**config.mk**
```make
export PLATFORM = sky130hd
export DESIGN_NAME = security_violation_event_regs
export DESIGN_NICKNAME = d
export VERILOG_FILES = /design/src/design/violation_regs_pkg.sv /design/src/design/violation_event_flag.sv /design/src/design/violation_publisher.sv /design/src/design/security_violation_event_regs.sv
export SDC_FILE = /design/constraint.sdc
export NUM_CORES = 1
export LEC_CHECK = 0
export ABC_AREA = 1
export BUFFER_PORTS_ARGS = -buffer_cell sky130_fd_sc_hd__buf_2
export CORE_MARGIN = 2
export CORE_UTILIZATION = 53
export CTS_CLUSTER_SIZE = 16
export DETAILED_ROUTE_END_ITERATION = 7
export PLACE_DENSITY = 0.82
export SETUP_SLACK_MARGIN = 0.4
export SLEW_MARGIN = 15
export SYNTH_ARGS = -nofsm -noshare
export SYNTH_HDL_FRONTEND = slang
export SYNTH_SLANG_ARGS = --single-unit
```
**constraint.sdc**
```tcl
create_clock -name clk_sys_i -period 1 [get_ports clk_sys_i]
set_input_delay 0.1 -clock clk_sys_i [delete_from_list [all_inputs] [get_ports clk_sys_i]]
set_output_delay 0.1 -clock clk_sys_i [all_outputs]
set_load 0.02 [all_outputs]
```
**src/design/violation_regs_pkg.sv**
```systemverilog
package violation_regs_pkg;

  // register offsets (byte addresses)
  localparam logic [11:0] RAM_EVENT_OFS = 12'h0100;
  localparam logic [11:0] FLASH_EVENT_OFS = 12'h0104;
  localparam logic [11:0] PERIPH_EVENT_OFS = 12'h0108;
  localparam logic [11:0] RAM_PUBLISH_OFS = 12'h0180;
  localparam logic [11:0] FLASH_PUBLISH_OFS = 12'h0184;
  localparam logic [11:0] PERIPH_PUBLISH_OFS = 12'h0188;
  localparam logic [11:0] IRQ_ENABLE_OFS = 12'h0300;
  localparam logic [11:0] IRQ_ENABLE_SET_OFS = 12'h0304;
  localparam logic [11:0] IRQ_ENABLE_CLEAR_OFS = 12'h0308;

  // widths and field positions
  localparam int ADDR_W = 12;
  localparam int DATA_W = 32;
  localparam int NUM_SRC = 3;
  localparam int CHANNEL_W = 16;
  localparam int CHANNEL_LSB = 0;
  localparam int PUBLISH_EN_BIT = 31;
  localparam int EVENT_BIT = 0;

  // source index, also the bit position in the enable registers
  localparam int SRC_RAM = 0;
  localparam int SRC_FLASH = 1;
  localparam int SRC_PERIPH = 2;

  // values after reset
  localparam logic [31:0] EVENT_RESET = 32'h0000_0000;
  localparam logic [31:0] PUBLISH_RESET = 32'h0000_0000;
  localparam logic [2:0] IRQ_ENABLE_RESET = 3'h0;
  localparam logic [31:0] READ_UNMAPPED = 32'h0000_0000;

  // one published event toward the event interconnect
  typedef struct packed {
    logic valid;
    logic [CHANNEL_W-1:0] channel;
  } publish_t;

  // register bus request
  typedef struct packed {
    logic wr;
    logic rd;
    logic [ADDR_W-1:0] addr;
    logic [DATA_W-1:0] wdata;
  } bus_req_t;

endpackage

```
**src/design/violation_event_flag.sv**
```systemverilog
`timescale 1ns/1ns
module violation_event_flag
(
  // clock and reset
  input wire logic clk_sys_i,
  input wire logic rst_b_i,
  // detection and software write
  input wire logic detect_i,
  input wire logic wr_i,
  input wire logic wdata_i,
  // latched flag
  output logic flag_o
);

  logic flag_reg;
  logic flag_next;

  // detection wins over a clearing write in the same cycle
  always_comb
  begin
    flag_next = flag_reg;
    if (wr_i)
    begin
      flag_next = wdata_i;
    end
    if (detect_i)
    begin
      flag_next = 1'b1;
    end
  end

  always_ff @(posedge clk_sys_i or negedge rst_b_i)
  begin
    if (!rst_b_i)
    begin
      flag_reg <= violation_regs_pkg::EVENT_RESET[violation_regs_pkg::EVENT_BIT];
    end
    else
    begin
      flag_reg <= flag_next;
    end
  end

  assign flag_o = flag_reg;

endmodule

```
**src/design/violation_publisher.sv**
```systemverilog
`timescale 1ns/1ns
module violation_publisher
(
  // clock and reset
  input wire logic clk_sys_i,
  input wire logic rst_b_i,
  // configuration write
  input wire logic wr_i,
  input wire logic [31:0] wdata_i,
  // detection
  input wire logic detect_i,
  // configuration readback and published event
  output logic [31:0] config_o,
  output violation_regs_pkg::publish_t publish_o
);

  logic enable_reg;
  logic [violation_regs_pkg::CHANNEL_W-1:0] channel_reg;
  violation_regs_pkg::publish_t publish_reg;

  // channel index and enable bit
  always_ff @(posedge clk_sys_i or negedge rst_b_i)
  begin
    if (!rst_b_i)
    begin
      enable_reg <= violation_regs_pkg::PUBLISH_RESET[violation_regs_pkg::PUBLISH_EN_BIT];
      channel_reg <= violation_regs_pkg::PUBLISH_RESET[violation_regs_pkg::CHANNEL_W-1:0];
    end
    else if (wr_i)
    begin
      enable_reg <= wdata_i[violation_regs_pkg::PUBLISH_EN_BIT];
      channel_reg <= wdata_i[violation_regs_pkg::CHANNEL_LSB +: violation_regs_pkg::CHANNEL_W];
    end
  end

  // one-cycle broadcast on the selected channel, only while enabled
  always_ff @(posedge clk_sys_i or negedge rst_b_i)
  begin
    if (!rst_b_i)
    begin
      publish_reg <= '0;
    end
    else
    begin
      publish_reg.valid <= detect_i && enable_reg;
      publish_reg.channel <= channel_reg;
    end
  end

  always_comb
  begin
    config_o = 32'h0000_0000;
    config_o[violation_regs_pkg::PUBLISH_EN_BIT] = enable_reg;
    config_o[violation_regs_pkg::CHANNEL_LSB +: violation_regs_pkg::CHANNEL_W] = channel_reg;
  end

  assign publish_o = publish_reg;

endmodule

```
**src/design/security_violation_event_regs.sv**
```systemverilog
// What this block does
// - a ram violation sets a flag at offset 0x100 that reads 1 until cleared and resets to 0.
// - a flash violation sets a flag at offset 0x104.
// - a violation on any peripheral sets a flag at offset 0x108.
// - the ram publish register at 0x180 holds a writable channel index in bits 15..0.
// - the flash publish register at 0x184 holds a channel index and an enable in bit 31.
// - the peripheral publish register at 0x188 does likewise; all three reset to 0, disabled.
// - the enable register at 0x300 has bit 0 ram, bit 1 flash, bit 2 peripheral.
// - writing 1 to a bit at 0x304 sets that enable and leaves the others alone.
// - reading 0x304 returns the current enables.
// - writing 1 to a bit at 0x308 clears that enable; reading it returns the enables.
//
// Strobed register access is this design's own decision.
`timescale 1ns/1ns
module security_violation_event_regs
(
  // clock and reset
  input wire logic clk_sys_i,
  input wire logic rst_b_i,
  // register port
  input wire logic [violation_regs_pkg::ADDR_W-1:0] addr_i,
  input wire logic [violation_regs_pkg::DATA_W-1:0] wdata_i,
  input wire logic wr_i,
  input wire logic rd_i,
  output logic [violation_regs_pkg::DATA_W-1:0] rd_data_o,
  // violation detections, one-cycle pulses
  input wire logic ram_violation_i,
  input wire logic flash_violation_i,
  input wire logic periph_violation_i,
  // published events
  output violation_regs_pkg::publish_t ram_violation_publish_o,
  output violation_regs_pkg::publish_t flash_violation_publish_o,
  output violation_regs_pkg::publish_t periph_violation_publish_o,
  // interrupt
  output logic irq_o
);

  localparam int NUM_SRC = violation_regs_pkg::NUM_SRC;

  violation_regs_pkg::bus_req_t req;
  logic [NUM_SRC-1:0] detect;
  logic [NUM_SRC-1:0] event_wr;
  logic [NUM_SRC-1:0] publish_wr;
  logic [NUM_SRC-1:0] flag;
  logic [31:0] publish_cfg [NUM_SRC];
  violation_regs_pkg::publish_t publish [NUM_SRC];
  logic [NUM_SRC-1:0] irq_enable_reg;
  logic [NUM_SRC-1:0] irq_enable_next;
  logic [violation_regs_pkg::DATA_W-1:0] rd_data_reg;
  logic [violation_regs_pkg::DATA_W-1:0] rd_data_next;
  logic irq_reg;
  logic irq_next;

  assign req.wr = wr_i;
  assign req.rd = rd_i;
  assign req.addr = addr_i;
  assign req.wdata = wdata_i;

  assign detect[violation_regs_pkg::SRC_RAM] = ram_violation_i;
  assign detect[violation_regs_pkg::SRC_FLASH] = flash_violation_i;
  assign detect[violation_regs_pkg::SRC_PERIPH] = periph_violation_i;

  // write decode of the per-source registers
  always_comb
  begin
    event_wr = '0;
    publish_wr = '0;
    if (req.wr)
    begin
      unique case (req.addr)
        violation_regs_pkg::RAM_EVENT_OFS:
          event_wr[violation_regs_pkg::SRC_RAM] = 1'b1;
        violation_regs_pkg::FLASH_EVENT_OFS:
          event_wr[violation_regs_pkg::SRC_FLASH] = 1'b1;
        violation_regs_pkg::PERIPH_EVENT_OFS:
          event_wr[violation_regs_pkg::SRC_PERIPH] = 1'b1;
        violation_regs_pkg::RAM_PUBLISH_OFS:
          publish_wr[violation_regs_pkg::SRC_RAM] = 1'b1;
        violation_regs_pkg::FLASH_PUBLISH_OFS:
          publish_wr[violation_regs_pkg::SRC_FLASH] = 1'b1;
        violation_regs_pkg::PERIPH_PUBLISH_OFS:
          publish_wr[violation_regs_pkg::SRC_PERIPH] = 1'b1;
        default:
        begin
          event_wr = '0;
          publish_wr = '0;
        end
      endcase
    end
  end

  // one flag and one publisher per source
  for (genvar i = 0; i < NUM_SRC; i++)
  begin : g_src
    violation_event_flag u_flag
    (
      .clk_sys_i (clk_sys_i),
      .rst_b_i (rst_b_i),
      .detect_i (detect[i]),
      .wr_i (event_wr[i]),
      .wdata_i (req.wdata[violation_regs_pkg::EVENT_BIT]),
      .flag_o (flag[i])
    );

    violation_publisher u_pub
    (
      .clk_sys_i (clk_sys_i),
      .rst_b_i (rst_b_i),
      .wr_i (publish_wr[i]),
      .wdata_i (req.wdata),
      .detect_i (detect[i]),
      .config_o (publish_cfg[i]),
      .publish_o (publish[i])
    );
  end

  assign ram_violation_publish_o = publish[violation_regs_pkg::SRC_RAM];
  assign flash_violation_publish_o = publish[violation_regs_pkg::SRC_FLASH];
  assign periph_violation_publish_o = publish[violation_regs_pkg::SRC_PERIPH];

  // interrupt enable: direct write, set alias, clear alias
  always_comb
  begin
    irq_enable_next = irq_enable_reg;
    if (req.wr)
    begin
      unique case (req.addr)
        violation_regs_pkg::IRQ_ENABLE_OFS:
          irq_enable_next = req.wdata[NUM_SRC-1:0];
        violation_regs_pkg::IRQ_ENABLE_SET_OFS:
          irq_enable_next = irq_enable_reg | req.wdata[NUM_SRC-1:0];
        violation_regs_pkg::IRQ_ENABLE_CLEAR_OFS:
          irq_enable_next = irq_enable_reg & ~req.wdata[NUM_SRC-1:0];
        default:
          irq_enable_next = irq_enable_reg;
      endcase
    end
  end

  always_ff @(posedge clk_sys_i or negedge rst_b_i)
  begin
    if (!rst_b_i)
    begin
      irq_enable_reg <= violation_regs_pkg::IRQ_ENABLE_RESET;
    end
    else
    begin
      irq_enable_reg <= irq_enable_next;
    end
  end

  // interrupt level from flags gated by enables
  always_comb
  begin
    irq_next = |(flag & irq_enable_reg);
  end

  always_ff @(posedge clk_sys_i or negedge rst_b_i)
  begin
    if (!rst_b_i)
    begin
      irq_reg <= 1'b0;
    end
    else
    begin
      irq_reg <= irq_next;
    end
  end

  assign irq_o = irq_reg;

  // read mux, data in the cycle after the strobe only
  always_comb
  begin
    rd_data_next = violation_regs_pkg::READ_UNMAPPED;
    if (req.rd)
    begin
      unique case (req.addr)
        violation_regs_pkg::RAM_EVENT_OFS:
          rd_data_next[violation_regs_pkg::EVENT_BIT] = flag[violation_regs_pkg::SRC_RAM];
        violation_regs_pkg::FLASH_EVENT_OFS:
          rd_data_next[violation_regs_pkg::EVENT_BIT] = flag[violation_regs_pkg::SRC_FLASH];
        violation_regs_pkg::PERIPH_EVENT_OFS:
          rd_data_next[violation_regs_pkg::EVENT_BIT] = flag[violation_regs_pkg::SRC_PERIPH];
        violation_regs_pkg::RAM_PUBLISH_OFS:
          rd_data_next = publish_cfg[violation_regs_pkg::SRC_RAM];
        violation_regs_pkg::FLASH_PUBLISH_OFS:
          rd_data_next = publish_cfg[violation_regs_pkg::SRC_FLASH];
        violation_regs_pkg::PERIPH_PUBLISH_OFS:
          rd_data_next = publish_cfg[violation_regs_pkg::SRC_PERIPH];
        violation_regs_pkg::IRQ_ENABLE_OFS,
        violation_regs_pkg::IRQ_ENABLE_SET_OFS,
        violation_regs_pkg::IRQ_ENABLE_CLEAR_OFS:
          rd_data_next[NUM_SRC-1:0] = irq_enable_reg;
        default:
          rd_data_next = violation_regs_pkg::READ_UNMAPPED;
      endcase
    end
  end

  always_ff @(posedge clk_sys_i or negedge rst_b_i)
  begin
    if (!rst_b_i)
    begin
      rd_data_reg <= violation_regs_pkg::READ_UNMAPPED;
    end
    else
    begin
      rd_data_reg <= rd_data_next;
    end
  end

  assign rd_data_o = rd_data_reg;

endmodule

```
==> metrics.cfg, run 1 <==
[floorplan]
fp.dieH_um = 103.4
rows = 36
start_util = 0.5402
io-pin-count = 135
fp.dieW_um = 103.4

[synth]
yosysWarnings = 0
synth_edf_count = 0
avgSynthCellArea_um2 = 11.08
yosysUniqueCellTypes = 25
yosys_register_bits = 126
synthCells = 472
syn_area_um2 = 5231
yosysSeqAreaShare = 0.6027
ys.flop_type = dfrtp_1
async_flop_share = 1.000

[place]
placed_cell_area_um2 = 6243
hpwl_um = 8256
io_buffer_count = 104
post-place-ws_ns = -0.4094
placed_cells = 729
routabilityCongestion = 0.9341

[global_route]
grt_max_degree = 48
grt_usage = 0.7536
grt_overflow = 71

[status]
error_line = [ERROR GRT-0232] Routing congestion too high. Check the congestion heatmap in the GUI.
outcome = did not finish
haltStage = global routing (5_1_grt)

[clock_network]
cts_max_path_buffers = 2
htree_num_levels = 4
cts_buffers = 17
cts_root_buffer = clkbuf_8
cts_sinks = 126

[sta]
endpoint_type = output port
grt-worst-endpoint = periph_violation_publish_o[6]

cells in the mapped netlist, types with 2 or more instances:
master | count | area share
o21ai_2 | 51 | 0.085
nor2_4 | 3 | 0.0065
nand3_1 | 29 | 0.028
nand2_4 | 7 | 0.015
inv_2 | 3 | 0.0022
inv_1 | 37 | 0.027
inv_4 | 2 | 0.0024
buf_4 | 16 | 0.023
o21ai_0 | 7 | 0.0067
nand2_1 | 133 | 0.095
o211ai_1 | 2 | 0.0029
a31oi_4 | 10 | 0.041
buf_6 | 12 | 0.026
a31oi_1 | 4 | 0.0048
a21oi_1 | 5 | 0.0048
dfrtp_1 | 126 | 0.60
nor2_1 | 17 | 0.012
cells by family after synthesis:
family          share of synthesized area
compound gates                     0.1469
buf+inv                           0.08467
flops                              0.6027
other cells                     0.0007168
simple gates                       0.1650
metal layers:
layer,GRT overflow,global-route usage
met4,33,0.7702
met2,36,0.9201
met1,1,0.7822
met5,0,0.05288
met3,1,0.5719
timing repair:
| item | CTS |
|---|---|
| buffers inserted | 32 |
| pin swaps | 53 |
| hold endpoints to repair | 181 |
| hold buffers | 17 |
| cloned | 8 |
| resized for setup | 312 |
| setup endpoints to repair | 148 |
through the flow:
step           TNS (ns)  hold slack (ns)
2_1_floorplan    -2.028          -0.1956
3_3_place_gp     -21.77         -0.03176
3_5_place_dp     -24.53         -0.03138
4_1_cts          -8.867         -0.06605
==> run 2: changes to the inputs <==
- CORE_UTILIZATION: 53 -> 40
- CTS_CLUSTER_SIZE: 16 -> default
- PLACE_DENSITY: 0.82 -> default
- PLACE_DENSITY_LB_ADDON: default -> 0.15
- SETUP_SLACK_MARGIN: 0.4 -> default
==> run 2 against run 1 <==
Net effect: synthesized area is the same; synthesized cell count is the same; the flow now finishes, with violations (setup timing).
==> metrics.cfg, run 2 <==
[status]
outcome = complete, but fails checks
violations = setup timing

[synth]
synthCells = 472  ; unchanged
async_flop_share = 1.000  ; unchanged
yosysSeqAreaShare = 0.6027  ; unchanged
yosysWarnings = 0  ; unchanged
yosys_register_bits = 126  ; unchanged
synth_commonest_cells = 133 x nand2_1, 126 x dfrtp_1, 51 x o21ai_2
ys.flop_type = dfrtp_1
yosys.area.top_type = dfrtp_1
syn_area_um2 = 5231  ; unchanged
yosysMostFrequentCell = nand2_1
synth_edf_count = 0  ; unchanged
yosysUniqueCellTypes = 25  ; unchanged
yosys-top-cells-area = dfrtp_1 60%, nand2_1 9.5%, o21ai_2 8.5%, a31oi_4 4.1%, nand3_1 2.8%
avgSynthCellArea_um2 = 11.08  ; unchanged
synthDominantCellAreaShare = 0.6027  ; unchanged

[sta]
max_freq_mhz = 923.6
finalHoldViolCount = 0
final-setup-viol-count = 66
whs_ns = 0.01672
slew_violations = 0
finalWorstSetupSlack_ns = -0.08277
final.setup_skew_ns = 0.009783
min_period_ns = 1.083
finalCritPeriodShare = 1.083
rsz0062_at_grt = true

[setup_path]
cp-end-kind = output port
reg2reg_slack_ns = 0.06
path_class = flip-flop to output port
reg2reg_from = irq_enable_reg[2]
crit_family = flip-flops
critPathSlowestCell = dfrtp_1
critPathRequiredTime_ns = 0.90
arrival_ns = 0.98
max_stage_delay_ns = 0.42
r2r_end = irq_enable_reg[2]
critPathLaunchType = flip-flop
timing.critical_path.buf_inv = 1
path_cells = buf_6
r2r_cells = 4
path_max_fanout = 1

[clock_network]
cts_buffers = 17  ; unchanged
worstSkewPairLatency_ns = 0.41
cts.reportedPaths.clkPinSlew_ns = 0.06
cts_max_path_buffers = 2  ; unchanged
htree_num_levels = 4  ; unchanged
cts_sinks = 126  ; unchanged
cts_root_buffer = clkbuf_16
cts_tree = yes

[floorplan]
dieArea_um2 = 14010
io-pin-count = 135  ; unchanged
fp.dieH_um = 118.4  ; +15%
start_util = 0.4129  ; -0.1273
fp.dieW_um = 118.4  ; +15%
coreArea_um2 = 12670
rows = 41  ; +14%

[global_route]
grt_pass1_vias = 3747
antenna_found_initial = 0
grt_max_degree = 50
grt_usage = 0.1790
grt_overflow = 0
grt_first_pass_wirelength_um = 19330

[final_layout]
num_antenna_cells = 0
areaGrowthSynthToFinish_pct = 41.83
stdcell_count = 812
final_cell_area_um2 = 7420
nets = 678
final_common_cell = dfrtp_1
largest_reg_flops = 51
fillers = 1082
ff_latch_area_um2 = 3153
multi_input_area_um2 = 1824
drive_above_1_share = 0.4516
layout_common_cells = 126 x dfrtp_1, 101 x nand2_1, 70 x buf_6, 51 x o21ai_2, 35 x inv_1

[drt]
wl_um = 12020
vias_per_cell = 4.603
antenna_left = 0
drt-initial-drc-count = 281
drc = 0
vias = 3738
drt_first_pass_iters = 6
wl_per_cell_um = 14.80

[min_path]
whs_path_depth = 3
holdCritPathClass = input pin to flip-flop
holdCritStartpoint = wdata_i[31]
holdPathEnd = g_src[0].u_pub.enable_reg

[job]
drv_cap = 0

[place]
io_buffer_count = 104  ; unchanged
placed_cells = 765  ; +4.9%
placed_cell_area_um2 = 6215  ; -0.46%
hpwl_um = 8026  ; -2.8%
routabilityCongestion = 0.8515  ; -8.8%
post-place-ws_ns = -0.3786  ; +0.03083 ns

[power_and_ir_drop]
leakage_nw = 3.708
p_per_area_nw_per_um2 = 1598
ir_worst_vdd_mv = 1.046

-- run 2: cell counts after synthesis --
Identical to the previous run, type by type.
-- run 2: area by class of cell --
type                       instances  area share
inverter                          43     0.02411
clock inverter                    10     0.01720
sequential                       126      0.4250
timing repair buffer             150      0.1949
multi-input combinational        289      0.2459
tap                              172     0.02900
clock buffer                      22     0.06391
-- run 2: cells by family after synthesis --
| kind of cell | after synthesis | synth area share |
|---|---|---|
| and+or+nand+nor | 193 | 0.1650 |
| DFF | 126 | 0.6027 |
| AOI/OAI and AO/OA | 80 | 0.1469 |
| other | 1 | 0.0007168 |
| buffers and inverters | 72 | 0.08467 |
-- run 2: repair_timing --
action	in CTS	in global routing
pin swaps	0	3
cloned	0	1
setup buffers	0	2
hold endpoints to repair	149	0
endpoints found under the setup margin	69	82
hold buffers	12	0
gates resized for setup	138	8
-- run 2: how the worst max path moves through the flow --
stage,startpoint,slack (ns),cells past startpoint,end
final,g_src[0].u_pub.publish_o[2],-0.08,1,ram_violation_publish_o[2]
after global routing,g_src[0].u_pub.publish_o[2],-0.11,1,ram_violation_publish_o[2]
after CTS,g_src[0].u_pub.publish_o[2],-0.09,1,ram_violation_publish_o[2]
after detailed placement,addr_i[7],-0.38,9,rd_data_o[5]
after global placement,addr_i[7],-0.36,9,rd_data_o[12]
after floorplan,addr_i[7],-0.05,10,g_src[1].u_pub.channel_reg[2]
-- run 2: per-layer routing --
| metal | wire length (um) | vias to the layer above | track usage |
|---|---|---|---|
| met3 | 543 | 23 | 0.04826 |
| met4 | 255 | 0 | 0.07831 |
| met2 | 5873 | 118 | 0.2861 |
| li1 | - | 1805 | - |
| met1 | 5343 | 1792 | 0.2284 |
| met5 | 0 | - | 0 |
-- run 2: per-stage QoR --
| stage | total power (W) | utilization | setup TNS (ns) |
|---|---|---|---|
| after floorplan | 0.005462 | - | -2.028 |
| after global placement | 0.005713 | 0.4905 | -22.93 |
| after detailed placement | 0.005721 | 0.4905 | -24.09 |
| after CTS | 0.01198 | 0.5815 | -2.354 |
| after global routing | 0.01230 | 0.5856 | -3.612 |
| final | 0.01186 | 0.5856 | -1.118 |
-- run 2: power breakdown --
part | internal [W] | switching (W)
registers | 0.00512 | 0.0000168
logic | 0.000183 | 0.000356
clock network | 0.00390 | 0.00227
total | 0.00921 | 0.00265
Note: power is estimated with default switching activity, not from simulation.
